==> src/core/usbbdt_params.svh <==
`ifndef USBBDT_PARAMS_SVH
`define USBBDT_PARAMS_SVH

// ==========================================================
// Local RAM layout
// ==========================================================
`define USBBDT_RAM_BYTES 256
`define USBBDT_TABLE_LAST 8'h1D
`define USBBDT_RSVD_FIRST 8'h1E
`define USBBDT_RSVD_LAST 8'h1F
`define USBBDT_BUF_FIRST 8'h20
`define USBBDT_BUF_LAST 8'hFF
`define USBBDT_DESC_BYTES 8'h03
`define USBBDT_MAX_PKT 7'h40

// ==========================================================
// Descriptor byte offsets and control byte fields
// ==========================================================
`define USBBDT_OFS_CTRL 8'h00
`define USBBDT_OFS_COUNT 8'h01
`define USBBDT_OFS_PTR 8'h02
`define USBBDT_BIT_OWN 7
`define USBBDT_BIT_TOGGLE 6
`define USBBDT_BIT_SYNC 3
`define USBBDT_BIT_STALL 2
`define USBBDT_PID_LSB 2

// ==========================================================
// Token PID codes
// ==========================================================
`define USBBDT_PID_OUT 4'h1
`define USBBDT_PID_IN 4'h9
`define USBBDT_PID_SETUP 4'hD

// ==========================================================
// Extra registers above the RAM window
// ==========================================================
`define USBBDT_ADDR_STATUS 9'h100
`define USBBDT_ADDR_FLAG 9'h101

`endif

==> src/core/usbbdt_pkg.sv <==
package usbbdt_pkg;

	// Descriptor engine states
	typedef enum logic [2:0] {
		ST_IDLE,
		ST_RD_CTRL,
		ST_RD_COUNT,
		ST_RD_PTR,
		ST_XFER,
		ST_WB_COUNT,
		ST_WB_CTRL
	} usbbdt_state_t;

	// Answer for the serial engine after the lookup
	typedef enum logic [1:0] {
		RESP_ACK,
		RESP_NAK,
		RESP_STALL
	} usbbdt_resp_t;

	// Token handed in by the serial engine
	typedef struct packed {
		logic [2:0] ep;
		logic [3:0] pid;
		logic odd;
	} usbbdt_token_t;

	// Descriptor summary handed back to the serial engine
	typedef struct packed {
		usbbdt_resp_t resp;
		logic toggle;
		logic sync;
		logic [7:0] count;
	} usbbdt_desc_t;

	// Whole state of the table block
	typedef struct packed {
		usbbdt_state_t st;
		usbbdt_token_t tok;
		logic [7:0] base;
		logic [7:0] ctrl;
		logic [7:0] ptr;
		logic [6:0] cnt;
		logic rxPend;
		logic [7:0] rxByte;
		logic txPend;
		logic [5:0] txOfs;
		logic donePend;
		logic doneToggle;
		logic [7:0] rdData;
		logic descValid;
		usbbdt_desc_t desc;
		logic txValid;
		logic [7:0] txData;
		logic rxReady;
		logic tokDone;
		logic [7:0] status;
		logic doneFlag;
	} usbbdt_regs_t;

endpackage

==> src/core/usbbdt_table.sv <==
// The plain strobed port was decided locally.
`timescale 1ns/100ps
// Functional notes
// - Bytes 0x00-0x1D hold the fixed descriptor table
// - Every descriptor is three consecutive bytes
// - Order EP0 IN/OUT, EP1-4, EP5/EP6 even/odd
// - 0x1E-0x1F reserved, 0x20-0xFF buffer space
// - Token on enabled endpoint reads descriptor ownership
// - Control byte, count byte, pointer byte layout
// - Owner clear means other fields ignored
// - Completion clears ownership, returning descriptor
// - Processor accesses never blocked, even when owned
// - Toggle bit selects DATA0/DATA1, kept unchanged
// - Sync enable turns toggle checking on
// - Stall bit answers STALL, descriptor untouched
// - Receive completion rewrites seven-bit byte count
// - Packets limited to 64 bytes
// - Pointer gives address bits 9-2, low bits zero
// - Engine never rewrites the buffer pointer
// - Completion writes token PID into bits 5-2
// - Descriptor location from endpoint, direction, parity
// - Write-back updates status and token-done flag
`include "usbbdt_params.svh"

module usbbdt_table #(
	parameter int RAM_BYTES = `USBBDT_RAM_BYTES, // Local RAM size
	parameter logic [6:0] MAX_PKT = `USBBDT_MAX_PKT // Packet ceiling
) (
	input wire logic clk, // 40 MHz clock
	input wire logic resetn, // Asynchronous reset, active low
	input wire logic ce, // Clock enable, freezes all state when low
	input wire logic [8:0] cpuAddr, // Processor byte address
	input wire logic [7:0] cpuWdata, // Processor write data
	input wire logic cpuWr, // Processor write strobe
	input wire logic cpuRd, // Processor read strobe
	output logic [7:0] cpuRdata, // Read data, cycle after strobe
	input wire logic [6:0] epEnable, // Endpoint enables, one per endpoint
	input wire logic tokValid, // Token arrived, one-cycle pulse
	input wire usbbdt_pkg::usbbdt_token_t tokIn, // Token fields
	output logic descValid, // Lookup answer, one-cycle pulse
	output usbbdt_pkg::usbbdt_desc_t descOut, // Lookup answer fields
	input wire logic rxValid, // Received data byte offered
	input wire logic [7:0] rxData, // Received data byte
	output logic rxReady, // Ready to take a received byte
	input wire logic txReq, // Request for next byte to send
	output logic txValid, // Byte to send ready, one-cycle pulse
	output logic [7:0] txData, // Byte to send
	input wire logic xferDone, // Packet finished, one-cycle pulse
	input wire logic xferToggle, // Toggle of the packet seen on the wire
	output logic tokDone, // Write-back finished, one-cycle pulse
	output logic tokenDoneFlag // Sticky token-done flag
);
	import usbbdt_pkg::*;

	// ==========================================================
	// Helper functions
	// ==========================================================

	// Descriptor slot from endpoint, direction and buffer parity
	function automatic logic [7:0] descBase(input usbbdt_token_t t);
		logic [7:0] idx;
		idx = 8'h00;
		unique case (t.ep)
			3'h0: idx = (t.pid == `USBBDT_PID_IN) ? 8'h00 : 8'h01;
			3'h5: idx = t.odd ? 8'h07 : 8'h06;
			3'h6: idx = t.odd ? 8'h09 : 8'h08;
			default: idx = 8'({5'h00, t.ep}) + 8'h01;
		endcase
		return 8'(idx * `USBBDT_DESC_BYTES);
	endfunction

	// Local RAM byte address from pointer field and offset
	function automatic logic [7:0] bufAddr(input logic [7:0] p,
		input logic [6:0] o);
		logic [9:0] a;
		a = {p, 2'b00} + 10'({3'h0, o});
		return a[7:0];
	endfunction

	// Tokens that fill the buffer rather than drain it
	function automatic logic isRx(input logic [3:0] pid);
		return pid != `USBBDT_PID_IN;
	endfunction

	// ==========================================================
	// Storage
	// ==========================================================
	logic [7:0] ram [RAM_BYTES]; // Shared table and buffer RAM
	usbbdt_regs_t r_q; // Registered state
	usbbdt_regs_t r_d; // Next state
	logic memWe; // RAM write enable this cycle
	logic [7:0] memAddr; // RAM write address
	logic [7:0] memWd; // RAM write data
	logic cpuBusy; // Processor owns the RAM port this cycle

	// Processor strobe takes the port; the engine just waits a cycle.
	// Waiting is cheap because the engine holds its request in state.
	assign cpuBusy = cpuWr | cpuRd;

	// ==========================================================
	// Next-state logic
	// ==========================================================
	always_comb begin
		r_d = r_q;
		memWe = 1'b0;
		memAddr = 8'h00;
		memWd = 8'h00;
		r_d.descValid = 1'b0;
		r_d.txValid = 1'b0;
		r_d.tokDone = 1'b0;

		// Processor side: no ownership check at all, owned or not
		if (cpuWr && !cpuAddr[8]) begin
			memWe = 1'b1;
			memAddr = cpuAddr[7:0];
			memWd = cpuWdata;
		end
		if (cpuRd) begin
			if (!cpuAddr[8]) begin
				r_d.rdData = ram[cpuAddr[7:0]];
			end else if (cpuAddr == `USBBDT_ADDR_STATUS) begin
				r_d.rdData = r_q.status;
			end else if (cpuAddr == `USBBDT_ADDR_FLAG) begin
				r_d.rdData = {7'h00, r_q.doneFlag};
			end else begin
				r_d.rdData = 8'h00; // Unmapped reads as zero
			end
		end
		// Write one to clear; a new completion below wins over it
		if (cpuWr && cpuAddr == `USBBDT_ADDR_FLAG && cpuWdata[0]) begin
			r_d.doneFlag = 1'b0;
		end

		// Completion pulses are caught at once and served in order
		if (xferDone && r_q.st == ST_XFER) begin
			r_d.donePend = 1'b1;
			r_d.doneToggle = xferToggle;
		end
		// Received byte captured into a one-byte holding slot
		if (rxValid && r_q.rxReady) begin
			r_d.rxPend = 1'b1;
			r_d.rxByte = rxData;
		end
		if (txReq && r_q.st == ST_XFER) begin
			r_d.txPend = 1'b1;
		end

		// Engine side; RAM accesses only in slots the processor leaves free
		unique case (r_q.st)
			ST_IDLE: begin
				// Tokens for disabled endpoints are dropped silently
				if (tokValid && epEnable[tokIn.ep]) begin
					r_d.tok = tokIn;
					r_d.base = descBase(tokIn);
					r_d.cnt = 7'h00;
					r_d.txOfs = 6'h00;
					r_d.donePend = 1'b0;
					r_d.rxPend = 1'b0;
					r_d.txPend = 1'b0;
					r_d.st = ST_RD_CTRL;
				end
			end
			ST_RD_CTRL: begin
				if (!cpuBusy) begin
					r_d.ctrl = ram[r_q.base + `USBBDT_OFS_CTRL];
					if (!r_d.ctrl[`USBBDT_BIT_OWN]) begin
						// Not ours: nothing else in it is looked at
						r_d.desc = '{RESP_NAK, 1'b0, 1'b0, 8'h00};
						r_d.descValid = 1'b1;
						r_d.st = ST_IDLE;
					end else if (r_d.ctrl[`USBBDT_BIT_STALL]) begin
						// Stall leaves the descriptor exactly as found
						r_d.desc = '{RESP_STALL, 1'b0, 1'b0, 8'h00};
						r_d.descValid = 1'b1;
						r_d.st = ST_IDLE;
					end else begin
						r_d.st = ST_RD_COUNT;
					end
				end
			end
			ST_RD_COUNT: begin
				if (!cpuBusy) begin
					r_d.desc.count = ram[r_q.base + `USBBDT_OFS_COUNT];
					r_d.st = ST_RD_PTR;
				end
			end
			ST_RD_PTR: begin
				if (!cpuBusy) begin
					r_d.ptr = ram[r_q.base + `USBBDT_OFS_PTR];
					r_d.desc.resp = RESP_ACK;
					r_d.desc.toggle = r_q.ctrl[`USBBDT_BIT_TOGGLE];
					r_d.desc.sync = r_q.ctrl[`USBBDT_BIT_SYNC];
					r_d.descValid = 1'b1;
					r_d.rxReady = isRx(r_q.tok.pid);
					r_d.st = ST_XFER;
				end
			end
			ST_XFER: begin
				if (r_q.rxPend && !cpuBusy) begin
					// Bytes past the ceiling are dropped, neither stored nor counted
					if (r_q.cnt < MAX_PKT) begin
						memWe = 1'b1;
						memAddr = bufAddr(r_q.ptr, r_q.cnt);
						memWd = r_q.rxByte;
						r_d.cnt = 7'(r_q.cnt + 7'h01);
					end
					r_d.rxPend = 1'b0;
				end else if (r_q.txPend && !cpuBusy) begin
					r_d.txData = ram[bufAddr(r_q.ptr, 7'({1'b0, r_q.txOfs}))];
					r_d.txValid = 1'b1;
					r_d.txOfs = 6'(r_q.txOfs + 6'h01);
					r_d.txPend = 1'b0;
				end else if (r_q.donePend && !r_q.rxPend) begin
					r_d.donePend = 1'b0;
					r_d.rxReady = 1'b0;
					// Toggle mismatch: packet discarded, descriptor kept
					if (r_q.desc.sync &&
						r_q.doneToggle != r_q.desc.toggle) begin
						r_d.st = ST_IDLE;
					end else begin
						r_d.st = ST_WB_COUNT;
					end
				end
				// Holding slot busy means no new byte this cycle
				if (r_d.rxPend || r_d.st != ST_XFER) begin
					r_d.rxReady = 1'b0;
				end else begin
					r_d.rxReady = isRx(r_q.tok.pid);
				end
			end
			ST_WB_COUNT: begin
				// Only receive tokens rewrite the count; pointer untouched
				if (!isRx(r_q.tok.pid)) begin
					r_d.st = ST_WB_CTRL;
				end else if (!cpuBusy) begin
					memWe = 1'b1;
					memAddr = r_q.base + `USBBDT_OFS_COUNT;
					memWd = {1'b0, r_q.cnt};
					r_d.st = ST_WB_CTRL;
				end
			end
			ST_WB_CTRL: begin
				if (!cpuBusy) begin
					memWe = 1'b1;
					memAddr = r_q.base + `USBBDT_OFS_CTRL;
					// Owner cleared, toggle kept, PID in bits 5-2
					memWd = {1'b0, r_q.ctrl[`USBBDT_BIT_TOGGLE],
						r_q.tok.pid, 2'b00};
					r_d.status = {r_q.tok.pid, r_q.tok.ep,
						r_q.tok.odd};
					r_d.doneFlag = 1'b1;
					r_d.tokDone = 1'b1;
					r_d.st = ST_IDLE;
				end
			end
		endcase
	end

	// ==========================================================
	// State register
	// ==========================================================
	always_ff @(posedge clk or negedge resetn) begin
		if (!resetn) begin
			r_q <= '0;
			r_q.st <= ST_IDLE;
		end else if (ce) begin
			r_q <= r_d;
		end
	end

	// ==========================================================
	// RAM write port, one writer per cycle
	// ==========================================================
	always_ff @(posedge clk) begin
		if (ce && memWe) begin
			ram[memAddr] <= memWd;
		end
	end

	// ==========================================================
	// Outputs straight from the state register
	// ==========================================================
	assign cpuRdata = r_q.rdData;
	assign descValid = r_q.descValid;
	assign descOut = r_q.desc;
	assign rxReady = r_q.rxReady;
	assign txValid = r_q.txValid;
	assign txData = r_q.txData;
	assign tokDone = r_q.tokDone;
	assign tokenDoneFlag = r_q.doneFlag;

endmodule // usbbdt_table

==> config.mk <==
export PLATFORM = sky130hd
export DESIGN_NAME = usbbdt_table
export DESIGN_NICKNAME = d
export VERILOG_FILES = /design/src/core/usbbdt_pkg.sv /design/src/core/usbbdt_table.sv
export VERILOG_INCLUDE_DIRS = /design/src /design/src/core
export SDC_FILE = /design/constraint.sdc
export NUM_CORES = 2
export LEC_CHECK = 0
export BUFFER_PORTS_ARGS = -buffer_cell sky130_fd_sc_hd__buf_2
export CAP_MARGIN = 0
export CORE_AREA = 2 2 462 464
export DETAILED_ROUTE_END_ITERATION = 16
export DIE_AREA = 0 0 464 466
export PLACE_DENSITY = 0.71
export SKIP_LAST_GASP = 1
export SLEW_MARGIN = 25
export SYNTH_ARGS = -nofsm -noshare
export SYNTH_HDL_FRONTEND = slang
export SYNTH_SLANG_ARGS = --single-unit
==> constraint.sdc <==
create_clock -name clk -period 11.45 [get_ports clk]
set_input_delay 0.5725 -clock clk [delete_from_list [all_inputs] [get_ports clk]]
set_output_delay 0.5725 -clock clk [all_outputs]
set_load 0.05 [all_outputs]
==> run_summary.xml <==
<?xml version="1.0" encoding="UTF-8"?>
<metrics>
  <group name="finish">
    <metric name="filler_cells_inserted" unit="">15000</metric>
    <metric name="fin_nets" unit="">6392</metric>
    <metric name="final_cell_count_no_fill" unit="">9344</metric>
    <metric name="final_layout_size_suffix_gt1_share" unit="%">35.6</metric>
    <metric name="area_growth_syn_to_layout" unit="%">9.39</metric>
    <metric name="layout.core_utilization" unit="%">59.8</metric>
  </group>
  <group name="logic_synthesis">
    <metric name="synth-warning-count" unit="">0</metric>
    <metric name="synthesis.area_per_instance" unit="um2">18.1</metric>
    <metric name="ys_async_sr_fraction" unit="%">4.25</metric>
    <metric name="yosys.cell_types.count" unit="">73</metric>
    <metric name="synthCells" unit="">6383</metric>
    <metric name="synth_nets" unit="">6458</metric>
    <metric name="synth_flop_cell" unit="">edfxtp_1</metric>
    <metric name="synthMostInstantiatedCell" unit="">edfxtp_1</metric>
    <metric name="synth_enable_flop_cells" unit="">2048</metric>
    <metric name="post-synth-top-area-cell" unit="">edfxtp_1</metric>
    <metric name="synth_area_leaders" unit="">edfxtp_1 53%, mux4_2 31%, mux2i_1 3.1%, dfrtp_1 2.0%, nand2_1 1.4%</metric>
    <metric name="netlist_area" unit="um2">116000</metric>
    <metric name="netlist_top_cells_count" unit="">2048 x edfxtp_1, 1594 x mux4_2, 439 x nand2_1</metric>
    <metric name="synth.ff_latch_count" unit="">2139</metric>
    <metric name="synth_top_cell_area_share" unit="%">53.2</metric>
    <metric name="yosysSeqAreaShare" unit="%">55.2</metric>
  </group>
  <group name="grt">
    <metric name="grt_overflow_total" unit="">0</metric>
    <metric name="grt_start_max_net_pins" unit="">225</metric>
    <metric name="number_of_antenna_violations_at_the_first_check_in_global_routing" unit="">30</metric>
    <metric name="grt_first_pass_wirelength" unit="mm">551</metric>
    <metric name="first_global_vias" unit="">71000</metric>
    <metric name="track_usage" unit="%">36.4</metric>
  </group>
  <group name="drt">
    <metric name="drt-pass1-iter-count" unit="">8</metric>
    <metric name="remaining_drc_errors" unit="">0</metric>
    <metric name="routed_wire_length_per_instance" unit="um">42.2</metric>
    <metric name="m1WireLength" unit="mm">130</metric>
    <metric name="route.detailed.vias_per_inst" unit="">7.92</metric>
    <metric name="detail_route.iter0.violations" unit="">14900</metric>
    <metric name="met2_length" unit="mm">174</metric>
    <metric name="met3WireLength" unit="mm">61.1</metric>
    <metric name="detail_route.wirelength" unit="mm">395</metric>
    <metric name="drt.antenna.violating_nets" unit="">0</metric>
    <metric name="route.top_layer_used" unit="">met5</metric>
    <metric name="overall_via_count_from_detail_route" unit="">74000</metric>
  </group>
  <group name="clock_tree">
    <metric name="cts_setup_buffers" unit="">0</metric>
    <metric name="insertion_delay" unit="ns">0.91</metric>
    <metric name="cts_inserted_buffers" unit="">215</metric>
    <metric name="cts.sink_count" unit="">2139</metric>
    <metric name="postCtsResizedCells" unit="">0</metric>
    <metric name="cts_tree" unit="">built</metric>
    <metric name="clk_pin_slew_worst_paths" unit="ns">0.06</metric>
    <metric name="root_buffer" unit="">clkbuf_16</metric>
    <metric name="cts_buffer_depth" unit="">3</metric>
    <metric name="htree_num_levels" unit="">4</metric>
  </group>
  <group name="worst_setup_path">
    <metric name="cp-endpoint" unit="">ram[49][7]$_DFFE_PP_</metric>
    <metric name="path_cells" unit="">buf_4 &gt; nand4_1 &gt; xnor2_2 &gt; a32o_1 &gt; a21oi_1 &gt; a21oi_1 &gt; o2111ai_1 &gt; buf_4 &gt; nor2_1</metric>
    <metric name="rr_startpoint" unit="">r_q[82]$_DFFE_PN0P_</metric>
    <metric name="setup_slack_on_the_worst_flop_to_flop_path" unit="ns">5.34</metric>
    <metric name="critical_path_arrival" unit="ns">6.61</metric>
    <metric name="kind_of_end_point_of_the_critical_path" unit="">flop</metric>
    <metric name="r2r_cells" unit="">9</metric>
    <metric name="cp_slowest_stage_delay" unit="ns">0.91</metric>
    <metric name="startpoint" unit="">r_q[82]$_DFFE_PN0P_</metric>
    <metric name="crit_path_top_delay_cell" unit="">dfrtp_4</metric>
    <metric name="critical_path.startpoint_type" unit="">flop</metric>
    <metric name="crit_required" unit="ns">11.95</metric>
    <metric name="critical_path.max_fanout" unit="">47</metric>
    <metric name="path_class" unit="">flop to flop</metric>
    <metric name="regToRegEndpoint" unit="">ram[49][7]$_DFFE_PP_</metric>
  </group>
  <group name="place">
    <metric name="gp_congestion" unit="">1.02</metric>
    <metric name="placement.io_buffers" unit="">82</metric>
    <metric name="placed_cells" unit="">8898</metric>
    <metric name="hpwl" unit="mm">255</metric>
  </group>
  <group name="floorplanning">
    <metric name="core_area" unit="um2">211000</metric>
    <metric name="ios" unit="">83</metric>
    <metric name="design.die.area" unit="um2">216000</metric>
    <metric name="fp.dieH" unit="um">466</metric>
    <metric name="placement_rows" unit="">169</metric>
    <metric name="initial_utilization" unit="%">54.7</metric>
    <metric name="die-width" unit="um">464</metric>
  </group>
  <group name="sta">
    <metric name="finalCriticalPeriod" unit="ns">6.11</metric>
    <metric name="post-route-period-util" unit="%">53.3</metric>
    <metric name="finClkSkew" unit="ns">0.0445</metric>
    <metric name="grt_setup_unrepaired" unit="">false</metric>
    <metric name="smallest_hold_slack" unit="ns">0.0399</metric>
    <metric name="fin_tns_setup" unit="ns">0</metric>
    <metric name="timing.slew.headroom" unit="%">8.89</metric>
    <metric name="max_slew.worst_pin.slew" unit="ns">1.35</metric>
    <metric name="finalMaxSlewViolations" unit="">0</metric>
    <metric name="max_clock_freq" unit="MHz">164</metric>
    <metric name="hold_viol" unit="">0</metric>
    <metric name="finalSetupViolCount" unit="">0</metric>
  </group>
  <group name="power">
    <metric name="peakVddDrop" unit="mV">0.320</metric>
    <metric name="powerDensity" unit="nW/um2">213</metric>
    <metric name="cellLeakagePower" unit="nW">39.1</metric>
  </group>
  <group name="run_status">
    <metric name="status" unit="">completed</metric>
  </group>
  <group name="job">
    <metric name="drv_cap" unit="">0</metric>
  </group>
  <group name="worst_hold_path">
    <metric name="timing.hold.worst.class" unit="">primary input to flop</metric>
  </group>
</metrics>
[registers in the layout, summed over array words and instances (netlist names)]
name	flops
ram	2048
r_q	58
descOut	12
cpuRdata	8
txData	8
descValid	1
rxReady	1
tokDone	1
tokenDoneFlag	1
txValid	1
[area by class of cell]
cell class / instances / area [um2] / area share, %
tap: 2821 / 3530 / 2.79
antenna: 22 / 55.1 / 0.0436
multi-input combinational: 3631 / 49000 / 38.8
timing repair buffer: 302 / 2460 / 1.95
sequential: 2139 / 63800 / 50.5
inverter: 28 / 128 / 0.101
clock buffer: 255 / 5560 / 4.40
clock inverter: 146 / 1820 / 1.44
[stage by stage]
stage | setup slack [ns] | power, mW | cell area [um2]
after floorplan | 1.16 | 16.1 | 116000
after global placement | 5.76 | 19.3 | 119000
after detailed placement | 5.78 | 19.3 | 119000
after CTS | 5.73 | 26.6 | 126000
after global routing | 5.33 | 27.5 | 126000
final | 5.34 | 27.0 | 126000
[cell usage in the layout, fill, tap and decap left out, drive strengths merged, types with 22 or more instances in the layout]
master	Yosys	routed
a311oi	24	24
o21ai	90	90
mux2	28	28
clkinv	2	92
a211oi	31	31
ha	22	22
mux4	1595	1595
a22oi	37	37
inv	26	32
o22ai	74	74
mux2i	352	352
diode	0	22
a21oi	88	88
nor4	22	22
nor2	318	318
o211ai	22	22
edfxtp	2048	2048
nor3	42	42
nor2b	25	25
a31oi	34	34
buf	338	286
clkbuf	247	255
dfrtp	91	91
bufinv	0	32
and2	28	28
nand3	105	105
nand2	439	439
[critical path: cells and delay by family (launching register included)]
family                 cells  cell delay (ns)
AND/OR/NAND/NOR            2             1.18
XOR/XNOR                   1             0.86
AO/OA/AOI/OAI              4             1.46
buffers and inverters      2             1.17
flip-flops                 1             0.91
[layer usage]
layer  vias up  global-route usage, %
met2      7052                   52.4
met1     38300                   48.2
met4        36                   21.5
met5         -                  0.637
met3      1245                   12.8
li1      27300                      -
[repair_timing]
item                                   CTS  global route
endpoints found under the hold margin   47             0
hold buffers                            16             0
setup endpoints to repair                0             0
[kinds of logic (layout without fill, tap and decap cells)]
group / count (synthesis) / count (layout) / synth area share, %
flip-flops: 2139 / 2139 / 55.2
multiplexers: 1975 / 1975 / 34.4
AND/OR/NAND/NOR: 1056 / 1056 / 3.98
buffers and inverters: 613 / 731 / 2.64
AO/OA/AOI/OAI: 549 / 549 / 3.26
XOR/XNOR: 26 / 26 / 0.197
adder cells (fa/ha/maj): 25 / 25 / 0.290
other: 0 / 22 / 0
[power by group]
group	switching [mW]	internal, mW	leakage [nW]	total (mW)
Combinational	6.23	4.01	15.6	10.2
Clock	3.20	4.22	3.56	7.42
Sequential	0.320	8.99	20.0	9.31
[how the worst min path moves through the flow]
| stage | startpoint | to | slack, ns | cells past startpoint |
|---|---|---|---|---|
| 6_report | xferDone | r_q[41]$_DFFE_PN0P_ | 0.04 | 3 |
| 3_3_place_gp | r_q[97]$_DFFE_PN0P_ | r_q[97]$_DFFE_PN0P_ | 0.47 | 2 |
| 5_1_grt | xferDone | r_q[41]$_DFFE_PN0P_ | 0.04 | 3 |
| 2_1_floorplan | resetn | cpuRdata[0]$_DFFE_PN0P_ | 0.28 | 0 |
| 4_1_cts | tokIn[7] | r_q[97]$_DFFE_PN0P_ | 0.003 | 3 |
| 3_5_place_dp | r_q[97]$_DFFE_PN0P_ | r_q[97]$_DFFE_PN0P_ | 0.47 | 2 |
Note: power is estimated with default switching activity, not from simulation.
